<file path="src/hw/pll_b_cfg_consts.svh">
// Offsets, field positions, reset values and masks of the PLL-B bank.
// Assumes a byte-wide register port with 16-bit addresses.
`ifndef PLL_B_CFG_CONSTS_SVH
`define PLL_B_CFG_CONSTS_SVH

`define REG_COUNT 9
`define OFS_PUMP_FILTER 16'h00B0
`define OFS_LOCK_MODE 16'h00B1
`define OFS_VCO1_MANUAL 16'h00B2
`define OFS_VCO2_MANUAL 16'h00B3
`define OFS_PD_RESERVED 16'h00B4
`define OFS_INPUT_REF_DIS 16'h00B5
`define OFS_ANALOG_PLL_DIS 16'h00B6
`define OFS_OUTPUT_DIS 16'h00B7
`define OFS_DPLL_CAL 16'h00B8

// Field positions (lsb) inside each byte
`define POS_PUMP_CURRENT 5
`define POS_SERIES_RES 3
`define POS_PARALLEL_CAP 1
`define POS_SECOND_POLE 0
`define POS_SYNTH_ONLY 3
`define POS_LOCK_COUNT 1
`define POS_LOCK_OVERRIDE 0
`define POS_VCO_CHOICE 5
`define POS_LOCK_VALUE 0
`define POS_XTAL_DBL_OFF 0
`define POS_INPUT_REF_OFF 0
`define POS_ANALOG_PLL_OFF 1
`define POS_OUTPUT_OFF 0
`define POS_CAL_HOLD 0
`define POS_DPLL_OFF 2

// Reset values
`define RST_PUMP_FILTER 8'h8B
`define RST_LOCK_MODE 8'h02
`define RST_VCO1_MANUAL 8'h2B
`define RST_VCO2_MANUAL 8'h00
`define RST_PD_RESERVED 8'h00
`define RST_INPUT_REF_DIS 8'h00
`define RST_ANALOG_PLL_DIS 8'h00
`define RST_OUTPUT_DIS 8'h00
`define RST_DPLL_CAL 8'h00

// Implemented bits; the rest are reserved and read as zero
`define MSK_PUMP_FILTER 8'hFF
`define MSK_LOCK_MODE 8'h0B
`define MSK_VCO1_MANUAL 8'h3F
`define MSK_VCO2_MANUAL 8'h1F
`define MSK_PD_RESERVED 8'h01
`define MSK_INPUT_REF_DIS 8'h0F
`define MSK_ANALOG_PLL_DIS 8'h02
`define MSK_OUTPUT_DIS 8'hFF
`define MSK_DPLL_CAL 8'h0F

`endif

</file>
<file path="src/hw/pll_b_cfg_pkg.sv">
// Types shared by the PLL-B configuration bank.
// Assumes nothing beyond a SystemVerilog compiler.
package pll_b_cfg_pkg;
  typedef logic [15:0] reg_addr_t;
  typedef logic [7:0] reg_data_t;
  typedef logic [2:0] pump_current_t;
  typedef logic [1:0] filter_sel_t;
  typedef logic [4:0] lock_value_t;
  typedef enum logic {
    LOCK_AUTO = 1'b0,
    LOCK_MANUAL = 1'b1
  } lock_mode_t;
  typedef enum logic {
    VCO_SECOND = 1'b0,
    VCO_FIRST = 1'b1
  } vco_choice_t;
endpackage : pll_b_cfg_pkg

</file>
<file path="src/hw/cfg_byte_reg.sv">
// One byte-wide configuration register with a reset value and bit mask.
// Assumes a write strobe already decoded for this register.
`timescale 1ns/1ps
module cfg_byte_reg #(
  parameter logic [7:0] RESET_VAL = 8'h00,
  parameter logic [7:0] BIT_MASK = 8'hFF
) (
  // Clock and reset
  input wire logic clk,
  input wire logic rst,
  // Write side
  input wire logic wr,
  input wire logic [7:0] wdata,
  // Stored value
  output logic [7:0] q
);
  logic [7:0] q_ff;
  logic [7:0] nxt_q;

  // Reserved positions never store, so they read back as zero
  always_comb begin
    nxt_q = q_ff;
    if (wr) begin
      nxt_q = wdata & BIT_MASK;
    end
  end

  always_ff @(posedge clk or posedge rst) begin
    if (rst) begin
      q_ff <= RESET_VAL & BIT_MASK;
    end else begin
      q_ff <= nxt_q;
    end
  end

  assign q = q_ff;
endmodule : cfg_byte_reg

</file>
<file path="src/hw/pll_b_cfg_regs.sv">
// PLL-B control and power-down configuration register bank.
// Assumes the serial port logic presents decoded byte reads and writes.
//
// Behaviour
// - Pump current, 3 bits, resets to 100
// - Series resistor select, 2 bits, resets 01
// - Parallel capacitor select, 2 bits, resets 01
// - Second pole select resets to larger resistor
// - Lock count accuracy bit resets to 16 ppm
// - Lock override resets to automatic, 1 manual
// - Manual VCO choice: 1 first, resets 1
// - First VCO manual value resets 01011
// - Second VCO manual value resets 00000
// - Synth-only mode bit resets to translate mode
// - Reserved bits written zero, read as zero
// - Crystal doubler off bit resets to doubled
// - Four input reference off bits reset enabled
// - Analog PLL off bit resets enabled
// - Eight output off bits, set means high-Z
// - Two digital PLL off bits reset enabled
// - Two calibration hold bits reset enabled
`timescale 1ns/1ps
`include "pll_b_cfg_consts.svh"
module pll_b_cfg_regs (
  // Clock and reset
  input wire logic clk,
  input wire logic rst,
  // Register port
  input wire logic wr_en,
  input wire logic rd_en,
  input wire pll_b_cfg_pkg::reg_addr_t addr,
  input wire pll_b_cfg_pkg::reg_data_t wdata,
  output pll_b_cfg_pkg::reg_data_t rdata,
  output logic rd_valid,
  output logic hit,
  // Analog PLL-B loop settings
  output pll_b_cfg_pkg::pump_current_t pump_current_sel,
  output pll_b_cfg_pkg::filter_sel_t filter_series_res_sel,
  output pll_b_cfg_pkg::filter_sel_t filter_parallel_cap_sel,
  output logic second_pole_sel,
  output logic lock_count_accuracy,
  output pll_b_cfg_pkg::lock_mode_t manual_lock_override,
  output pll_b_cfg_pkg::vco_choice_t manual_vco_choice,
  output pll_b_cfg_pkg::lock_value_t manual_lock_value_first_vco,
  output pll_b_cfg_pkg::lock_value_t manual_lock_value_second_vco,
  output logic synth_only_mode,
  // Lock control actually applied to the analog PLL
  output logic manual_lock_active,
  output pll_b_cfg_pkg::lock_value_t applied_lock_value,
  // Power-down controls
  output logic xtal_doubler_off,
  output logic [3:0] input_ref_off,
  output logic analog_pll_off,
  output logic [7:0] output_off,
  output logic [7:0] output_driver_hiz,
  output logic [1:0] digital_pll_off,
  output logic [1:0] calibration_hold
);
  import pll_b_cfg_pkg::*;

  localparam int NREG = `REG_COUNT;

  logic [3:0] idx;
  logic in_range;
  logic [NREG-1:0] wr_sel;
  logic [7:0] regs [NREG];
  reg_data_t rdata_ff;
  reg_data_t nxt_rdata;
  logic rd_valid_ff;
  logic nxt_rd_valid;

  // Address decode: one item per register offset
  always_comb begin
    in_range = 1'b0;
    idx = 4'h0;
    case (addr)
      `OFS_PUMP_FILTER: begin
        in_range = 1'b1;
        idx = 4'h0;
      end
      `OFS_LOCK_MODE: begin
        in_range = 1'b1;
        idx = 4'h1;
      end
      `OFS_VCO1_MANUAL: begin
        in_range = 1'b1;
        idx = 4'h2;
      end
      `OFS_VCO2_MANUAL: begin
        in_range = 1'b1;
        idx = 4'h3;
      end
      `OFS_PD_RESERVED: begin
        in_range = 1'b1;
        idx = 4'h4;
      end
      `OFS_INPUT_REF_DIS: begin
        in_range = 1'b1;
        idx = 4'h5;
      end
      `OFS_ANALOG_PLL_DIS: begin
        in_range = 1'b1;
        idx = 4'h6;
      end
      `OFS_OUTPUT_DIS: begin
        in_range = 1'b1;
        idx = 4'h7;
      end
      `OFS_DPLL_CAL: begin
        in_range = 1'b1;
        idx = 4'h8;
      end
      default: begin
        in_range = 1'b0;
      end
    endcase
    wr_sel = '0;
    for (int i = 0; i < NREG; i++) begin
      wr_sel[i] = wr_en && in_range && (idx == 4'(i));
    end
  end

  assign hit = in_range;

  // Storage, one register per offset; reserved bits masked off
  // Pump current and loop filter; every bit stored
  cfg_byte_reg #(
    .RESET_VAL(`RST_PUMP_FILTER),
    .BIT_MASK(`MSK_PUMP_FILTER)
  ) u_pump_filter (
    .clk(clk),
    .rst(rst),
    .wr(wr_sel[0]),
    .wdata(wdata),
    .q(regs[0])
  );

  // Lock mode; bits 7:4 and 2 are reserved
  cfg_byte_reg #(
    .RESET_VAL(`RST_LOCK_MODE),
    .BIT_MASK(`MSK_LOCK_MODE)
  ) u_lock_mode (
    .clk(clk),
    .rst(rst),
    .wr(wr_sel[1]),
    .wdata(wdata),
    .q(regs[1])
  );

  // First VCO value and VCO choice; bits 7:6 reserved
  cfg_byte_reg #(
    .RESET_VAL(`RST_VCO1_MANUAL),
    .BIT_MASK(`MSK_VCO1_MANUAL)
  ) u_vco1_manual (
    .clk(clk),
    .rst(rst),
    .wr(wr_sel[2]),
    .wdata(wdata),
    .q(regs[2])
  );

  // Second VCO value; bits 7:5 reserved
  cfg_byte_reg #(
    .RESET_VAL(`RST_VCO2_MANUAL),
    .BIT_MASK(`MSK_VCO2_MANUAL)
  ) u_vco2_manual (
    .clk(clk),
    .rst(rst),
    .wr(wr_sel[3]),
    .wdata(wdata),
    .q(regs[3])
  );

  // Crystal doubler; only bit 0 stored
  cfg_byte_reg #(
    .RESET_VAL(`RST_PD_RESERVED),
    .BIT_MASK(`MSK_PD_RESERVED)
  ) u_pd_reserved (
    .clk(clk),
    .rst(rst),
    .wr(wr_sel[4]),
    .wdata(wdata),
    .q(regs[4])
  );

  // Input reference disables; upper nibble reserved
  cfg_byte_reg #(
    .RESET_VAL(`RST_INPUT_REF_DIS),
    .BIT_MASK(`MSK_INPUT_REF_DIS)
  ) u_input_ref_dis (
    .clk(clk),
    .rst(rst),
    .wr(wr_sel[5]),
    .wdata(wdata),
    .q(regs[5])
  );

  // Analog PLL disable; only bit 1 stored
  cfg_byte_reg #(
    .RESET_VAL(`RST_ANALOG_PLL_DIS),
    .BIT_MASK(`MSK_ANALOG_PLL_DIS)
  ) u_analog_pll_dis (
    .clk(clk),
    .rst(rst),
    .wr(wr_sel[6]),
    .wdata(wdata),
    .q(regs[6])
  );

  // Output disables; every bit stored
  cfg_byte_reg #(
    .RESET_VAL(`RST_OUTPUT_DIS),
    .BIT_MASK(`MSK_OUTPUT_DIS)
  ) u_output_dis (
    .clk(clk),
    .rst(rst),
    .wr(wr_sel[7]),
    .wdata(wdata),
    .q(regs[7])
  );

  // Digital PLL disables and calibration holds
  cfg_byte_reg #(
    .RESET_VAL(`RST_DPLL_CAL),
    .BIT_MASK(`MSK_DPLL_CAL)
  ) u_dpll_cal (
    .clk(clk),
    .rst(rst),
    .wr(wr_sel[8]),
    .wdata(wdata),
    .q(regs[8])
  );

  // Read path: registered, one cycle after rd_en; unmapped reads zero
  always_comb begin
    nxt_rdata = rdata_ff;
    nxt_rd_valid = rd_en;
    if (rd_en) begin
      nxt_rdata = 8'h00;
      if (in_range) begin
        nxt_rdata = regs[idx];
      end
    end
  end

  always_ff @(posedge clk or posedge rst) begin
    if (rst) begin
      rdata_ff <= 8'h00;
      rd_valid_ff <= 1'b0;
    end else begin
      rdata_ff <= nxt_rdata;
      rd_valid_ff <= nxt_rd_valid;
    end
  end

  assign rdata = rdata_ff;
  assign rd_valid = rd_valid_ff;

  // Loop filter and pump fields
  assign pump_current_sel =
    regs[0][`POS_PUMP_CURRENT +: 3];
  assign filter_series_res_sel =
    regs[0][`POS_SERIES_RES +: 2];
  assign filter_parallel_cap_sel =
    regs[0][`POS_PARALLEL_CAP +: 2];
  assign second_pole_sel = regs[0][`POS_SECOND_POLE];

  // Lock mode fields
  assign lock_count_accuracy = regs[1][`POS_LOCK_COUNT];
  assign manual_lock_override =
    lock_mode_t'(regs[1][`POS_LOCK_OVERRIDE]);
  // Synth mode only steers the loop; the DPLL state lives elsewhere
  assign synth_only_mode = regs[1][`POS_SYNTH_ONLY];
  assign manual_vco_choice =
    vco_choice_t'(regs[2][`POS_VCO_CHOICE]);
  assign manual_lock_value_first_vco =
    regs[2][`POS_LOCK_VALUE +: 5];
  assign manual_lock_value_second_vco =
    regs[3][`POS_LOCK_VALUE +: 5];

  // Manual value only reaches the PLL while override is set
  always_comb begin
    manual_lock_active = (manual_lock_override == LOCK_MANUAL);
    applied_lock_value = 5'h00;
    if (manual_lock_active) begin
      if (manual_vco_choice == VCO_FIRST) begin
        applied_lock_value = manual_lock_value_first_vco;
      end else begin
        applied_lock_value = manual_lock_value_second_vco;
      end
    end
  end

  // Power-down fields
  assign xtal_doubler_off = regs[4][`POS_XTAL_DBL_OFF];
  assign input_ref_off = regs[5][`POS_INPUT_REF_OFF +: 4];
  assign analog_pll_off = regs[6][`POS_ANALOG_PLL_OFF];
  assign output_off = regs[7][`POS_OUTPUT_OFF +: 8];
  assign output_driver_hiz = regs[7][`POS_OUTPUT_OFF +: 8];
  assign digital_pll_off = regs[8][`POS_DPLL_OFF +: 2];
  assign calibration_hold = regs[8][`POS_CAL_HOLD +: 2];
endmodule : pll_b_cfg_regs

</file>
<file path="config.mk">
export PLATFORM = sky130hd
export DESIGN_NAME = pll_b_cfg_regs
export DESIGN_NICKNAME = d
export VERILOG_FILES = /design/src/hw/pll_b_cfg_pkg.sv /design/src/hw/cfg_byte_reg.sv /design/src/hw/pll_b_cfg_regs.sv
export VERILOG_INCLUDE_DIRS = /design/src /design/src/hw
export SDC_FILE = /design/constraint.sdc
export NUM_CORES = 1
export LEC_CHECK = 0
export ABC_CLOCK_PERIOD_IN_PS = 4100
export BUFFER_PORTS_ARGS = -buffer_cell sky130_fd_sc_hd__buf_2
export CORE_ASPECT_RATIO = 2
export CORE_MARGIN = 2
export CORE_UTILIZATION = 30
export DETAILED_ROUTE_END_ITERATION = 8
export PLACE_DENSITY = 0.61
export SYNTH_ARGS = -nofsm -noshare
export SYNTH_HDL_FRONTEND = slang
export SYNTH_SLANG_ARGS = --single-unit
</file>
<file path="constraint.sdc">
create_clock -name clk -period 4.1 [get_ports clk]
set_input_delay 0.615 -clock clk [delete_from_list [all_inputs] [get_ports clk]]
set_output_delay 0.615 -clock clk [all_outputs]
set_load 0.01 [all_outputs]
</file>
==> implementation parameters <==
Parameter                              Value

Setup path
  Kind of end point of the critical path ... primary output
  RR Startpoint ... u_vco1_manual.q[5]
  CP Data Required Time ... roughly 3500 ps
  CP Cell Sequence ... buf_2 -> nor3_2 -> nor2_1 -> nor2_1 -> buf_2
  Critical path destination ... hit
  Slowest stage cell, crit path ... sky130_fd_sc_hd__nor3_2
  Critical path startpoint ... addr[1]
  Critical Path Max Stage Delay ... between 500 and 600 ps
  Nature of the critical path startpoint ... primary input
  Data arrival time at the worst-slack endpoint ... 1830 ps
  Worst reg-to-reg path cell count ... 4
  Register-to-register setup slack ... between 2000 and 2500 ps
  Worst setup path class ... in2out
  Worst reg2reg endpoint ... rdata[5]
  Largest fanout on the critical path ... 20

Timing
  Count of final setup violators ... 0
  Clock period minus final worst setup slack ... approximately 2400 ps
  Slew at the pin closest to its max-slew limit ... approximately 1000 ps
  Slew Viols, Final ... 0
  Setup repair after global routing missed its margin ... false
  Clock Skew ... 8.46 ps
  Post-route setup TNS ... 0 ps
  Worst-case headroom to the max-slew limit ... 31.6%
  Hold violation count in the final report ... 0
  Maximum achievable frequency ... 0.408 GHz
  Post-route fraction of the period consumed by the critical path ... around three fifths

Detailed routing
  WL/cell ... 18.5 um
  Antenna-violating nets left ... 0
  Post-Route WL ... about 7400 um
  Number of vias per cell ... between 5 and 6
  Drt pass-1 iters ... 4
  Via total after detailed routing ... around 2100
  Detailed-route DRC error count ... 0
  DRC violation total after the first TritonRoute iteration ... 96

Clock tree
  Clock tree from TritonCTS ... done
  Maximum clock path buffer count ... 2
  Post-CTS setup-driven buffer insertion count ... 0
  CTS root buf ... sky130_fd_sc_hd__clkbuf_16
  Number of H-tree levels ... 2
  Clock insertion delay at the later pin of the skew report ... roughly 300 ps
  Total CTS buffers ... 5
  TritonCTS sink count ... just under 50
  Number of hold buffers added after CTS ... 0
  Post-cts repair resize count ... 0
  Clock transition at the registers of the reported paths ... around 60 ps

Yosys
  Register area share after synthesis ... a little under half
  EDFF count, synth ... 0
  Post-synthesis cell count ... 220
  Number of synthesized register bits ... just under 50
  Synth Net Count ... 248
  Main flop type after synthesis ... sky130_fd_sc_hd__dfrtp_1
  Fraction of registers with async set/reset ... between 90% and 100%
  Mean cell area of the mapped netlist ... around 12 sq um
  Mapped cell area ... between 2000 and 3000 sq um
  Yosys synthesis warning count ... 0
  Post-synth cell types ... 49

Finish
  Fraction of final layout cells sized beyond drive strength 1 ... around 52%
  Top library cells by usage in the layout, fill and taps aside ... 91 x sky130_fd_sc_hd__buf_2, 40 x sky130_fd_sc_hd__dfrtp_1, 38 x sky130_fd_sc_hd__mux2_2
  Most frequent standard cell in the layout excluding fill and tap cells ... sky130_fd_sc_hd__buf_2
  Diodes inserted ... 0
  Area added between synthesis and finish ... 23.9%
  Non-Filler Cell Area, Final ... around 3200 sq um
  Layout Nets ... ~330
  Post-layout instance count excluding filler cells ... 401

Placed design
  Port buffer count ... 91
  Placed cell area ... ~3000 sq um
  DP Cell Count ... roughly 390
  Gpl congestion ... approximately 0.87
  Half-perimeter wire length after detailed placement ... 5880 um

Floorplan
  Area of the core ... around 8500 sq um
  Effective utilization at floorplan ... a little under a third
  Horizontal extent of the die ... ~70 um
  Height of the die ... approximately 140 um
  Die Area ... roughly 9400 sq um
  Placement row count ... 48
  Count of pins on the block boundary ... 92

GRT
  Initial antenna violation count ... 0
  Maximum number of pins on one net before global-route repair ... 50
  Overall global routing resource usage ... 16.2%
  Sum of overflow across all layers after global routing ... 0
  Wire length of the first global-routing pass ... roughly 12000 um
  Number of global-route vias before repair ... roughly 2100

Flow run
  Number of maximum-capacitance constraint violations ... 0

Min path
  Worst hold path class ... reg2reg

Power and ir drop
  IR Drop Worst-Case VDD ... roughly 0.17 mV
  Power per Cell Area ... 301 nW/um^2
  Leak pwr ... around 0.0016 uW

Status
  Status ... completed
-- state kept, by name (all words and copies together) (netlist names) --
| register | cells |
|---|---|
| u_lock_mode.q | 3 |
| u_input_ref_dis.q | 4 |
| u_pump_filter.q | 8 |
| u_pd_reserved.q | 1 |
| u_dpll_cal.q | 4 |
| u_vco1_manual.q | 6 |
| u_analog_pll_dis.q | 1 |
| rdata | 8 |
| rd_valid | 1 |
| u_vco2_manual.q | 5 |
| u_output_dis.q | 8 |
-- worst max-delay path, delay by kind of cell --
family,cells,cell delay (ps)
buffers and inverters,2,400
and+or+nand+nor,3,820
-- cells by family after synthesis --
group	count (synthesis)	share of synthesized area, %
and+or+nand+nor	63	15.9
buffers and inverters	27	5.46
AOI/OAI and AO/OA	28	8.45
muxes	52	22.1
DFF	49	47.8
xor gates and xnor gates	1	0.338
-- layer usage --
layer,vias to the layer above,GRT usage (%),share of wire (%)
li1,976,-,-
met1,1011,16.1,33
met2,64,31.4,59
met3,12,2.75,4.5
met4,0,8.87,3.3
met5,-,0,0
-- Yosys cell counts, drive strengths merged, types with 3 or more instances --
cell     instances  area [sq um]
buf             15          96.3
mux2            41           462
clkbuf           3          11.3
nand2           12          45.0
a211o            3          26.3
mux2i           11           110
o2bb2ai          3          26.3
nor2            13          51.3
a21oi            3          15.0
dfrtp           40          1000
nand4            3          25.0
and3             3          18.8
nor4             6          52.6
nor3             8          72.6
dfstp            9           236
inv              8          30.0
nor4b            3          41.3
nand3            7          40.0
-- final cells by class --
type	count	area, sq um
repair buffers	91	455
flip-flops and latches	49	1240
well taps	100	125
multi-input cells	144	1210
clock buffers	8	146
inverters	9	33.8
fillers	902	5320
-- how the worst min path moves through the flow --
stage	slack, ps	to	cells after the start	from
after global routing	520	rdata[1]	1	rdata[1]
after floorplan	520	rdata[0]	2	rdata[0]
final	490	rdata[3]	2	rdata[3]
after CTS	490	rdata[0]	2	rdata[0]
after detailed placement	470	rdata[0]	2	rdata[0]
after global placement	470	rdata[0]	2	rdata[0]
-- where the power goes --
part	switching [uW]	leakage, uW	internal (uW)
registers	0.252	0.000650	485
clock network	170	0.0000712	243
logic	47.6	0.000917	20.1
total	218	0.00164	748
-- per-stage QoR --
step                util (%)  hold WS [ps]  power [uW]  worst slack (ps)
floorplan                  -           518         531              2060
global placement        35.9           474         561              1650
detailed placement      35.9           469         562              1660
CTS                     37.6           485         976              1650
global route            37.6           519        1000              1520
finish                  37.6           489         966              1650
Power figures use the tool's default switching activity.
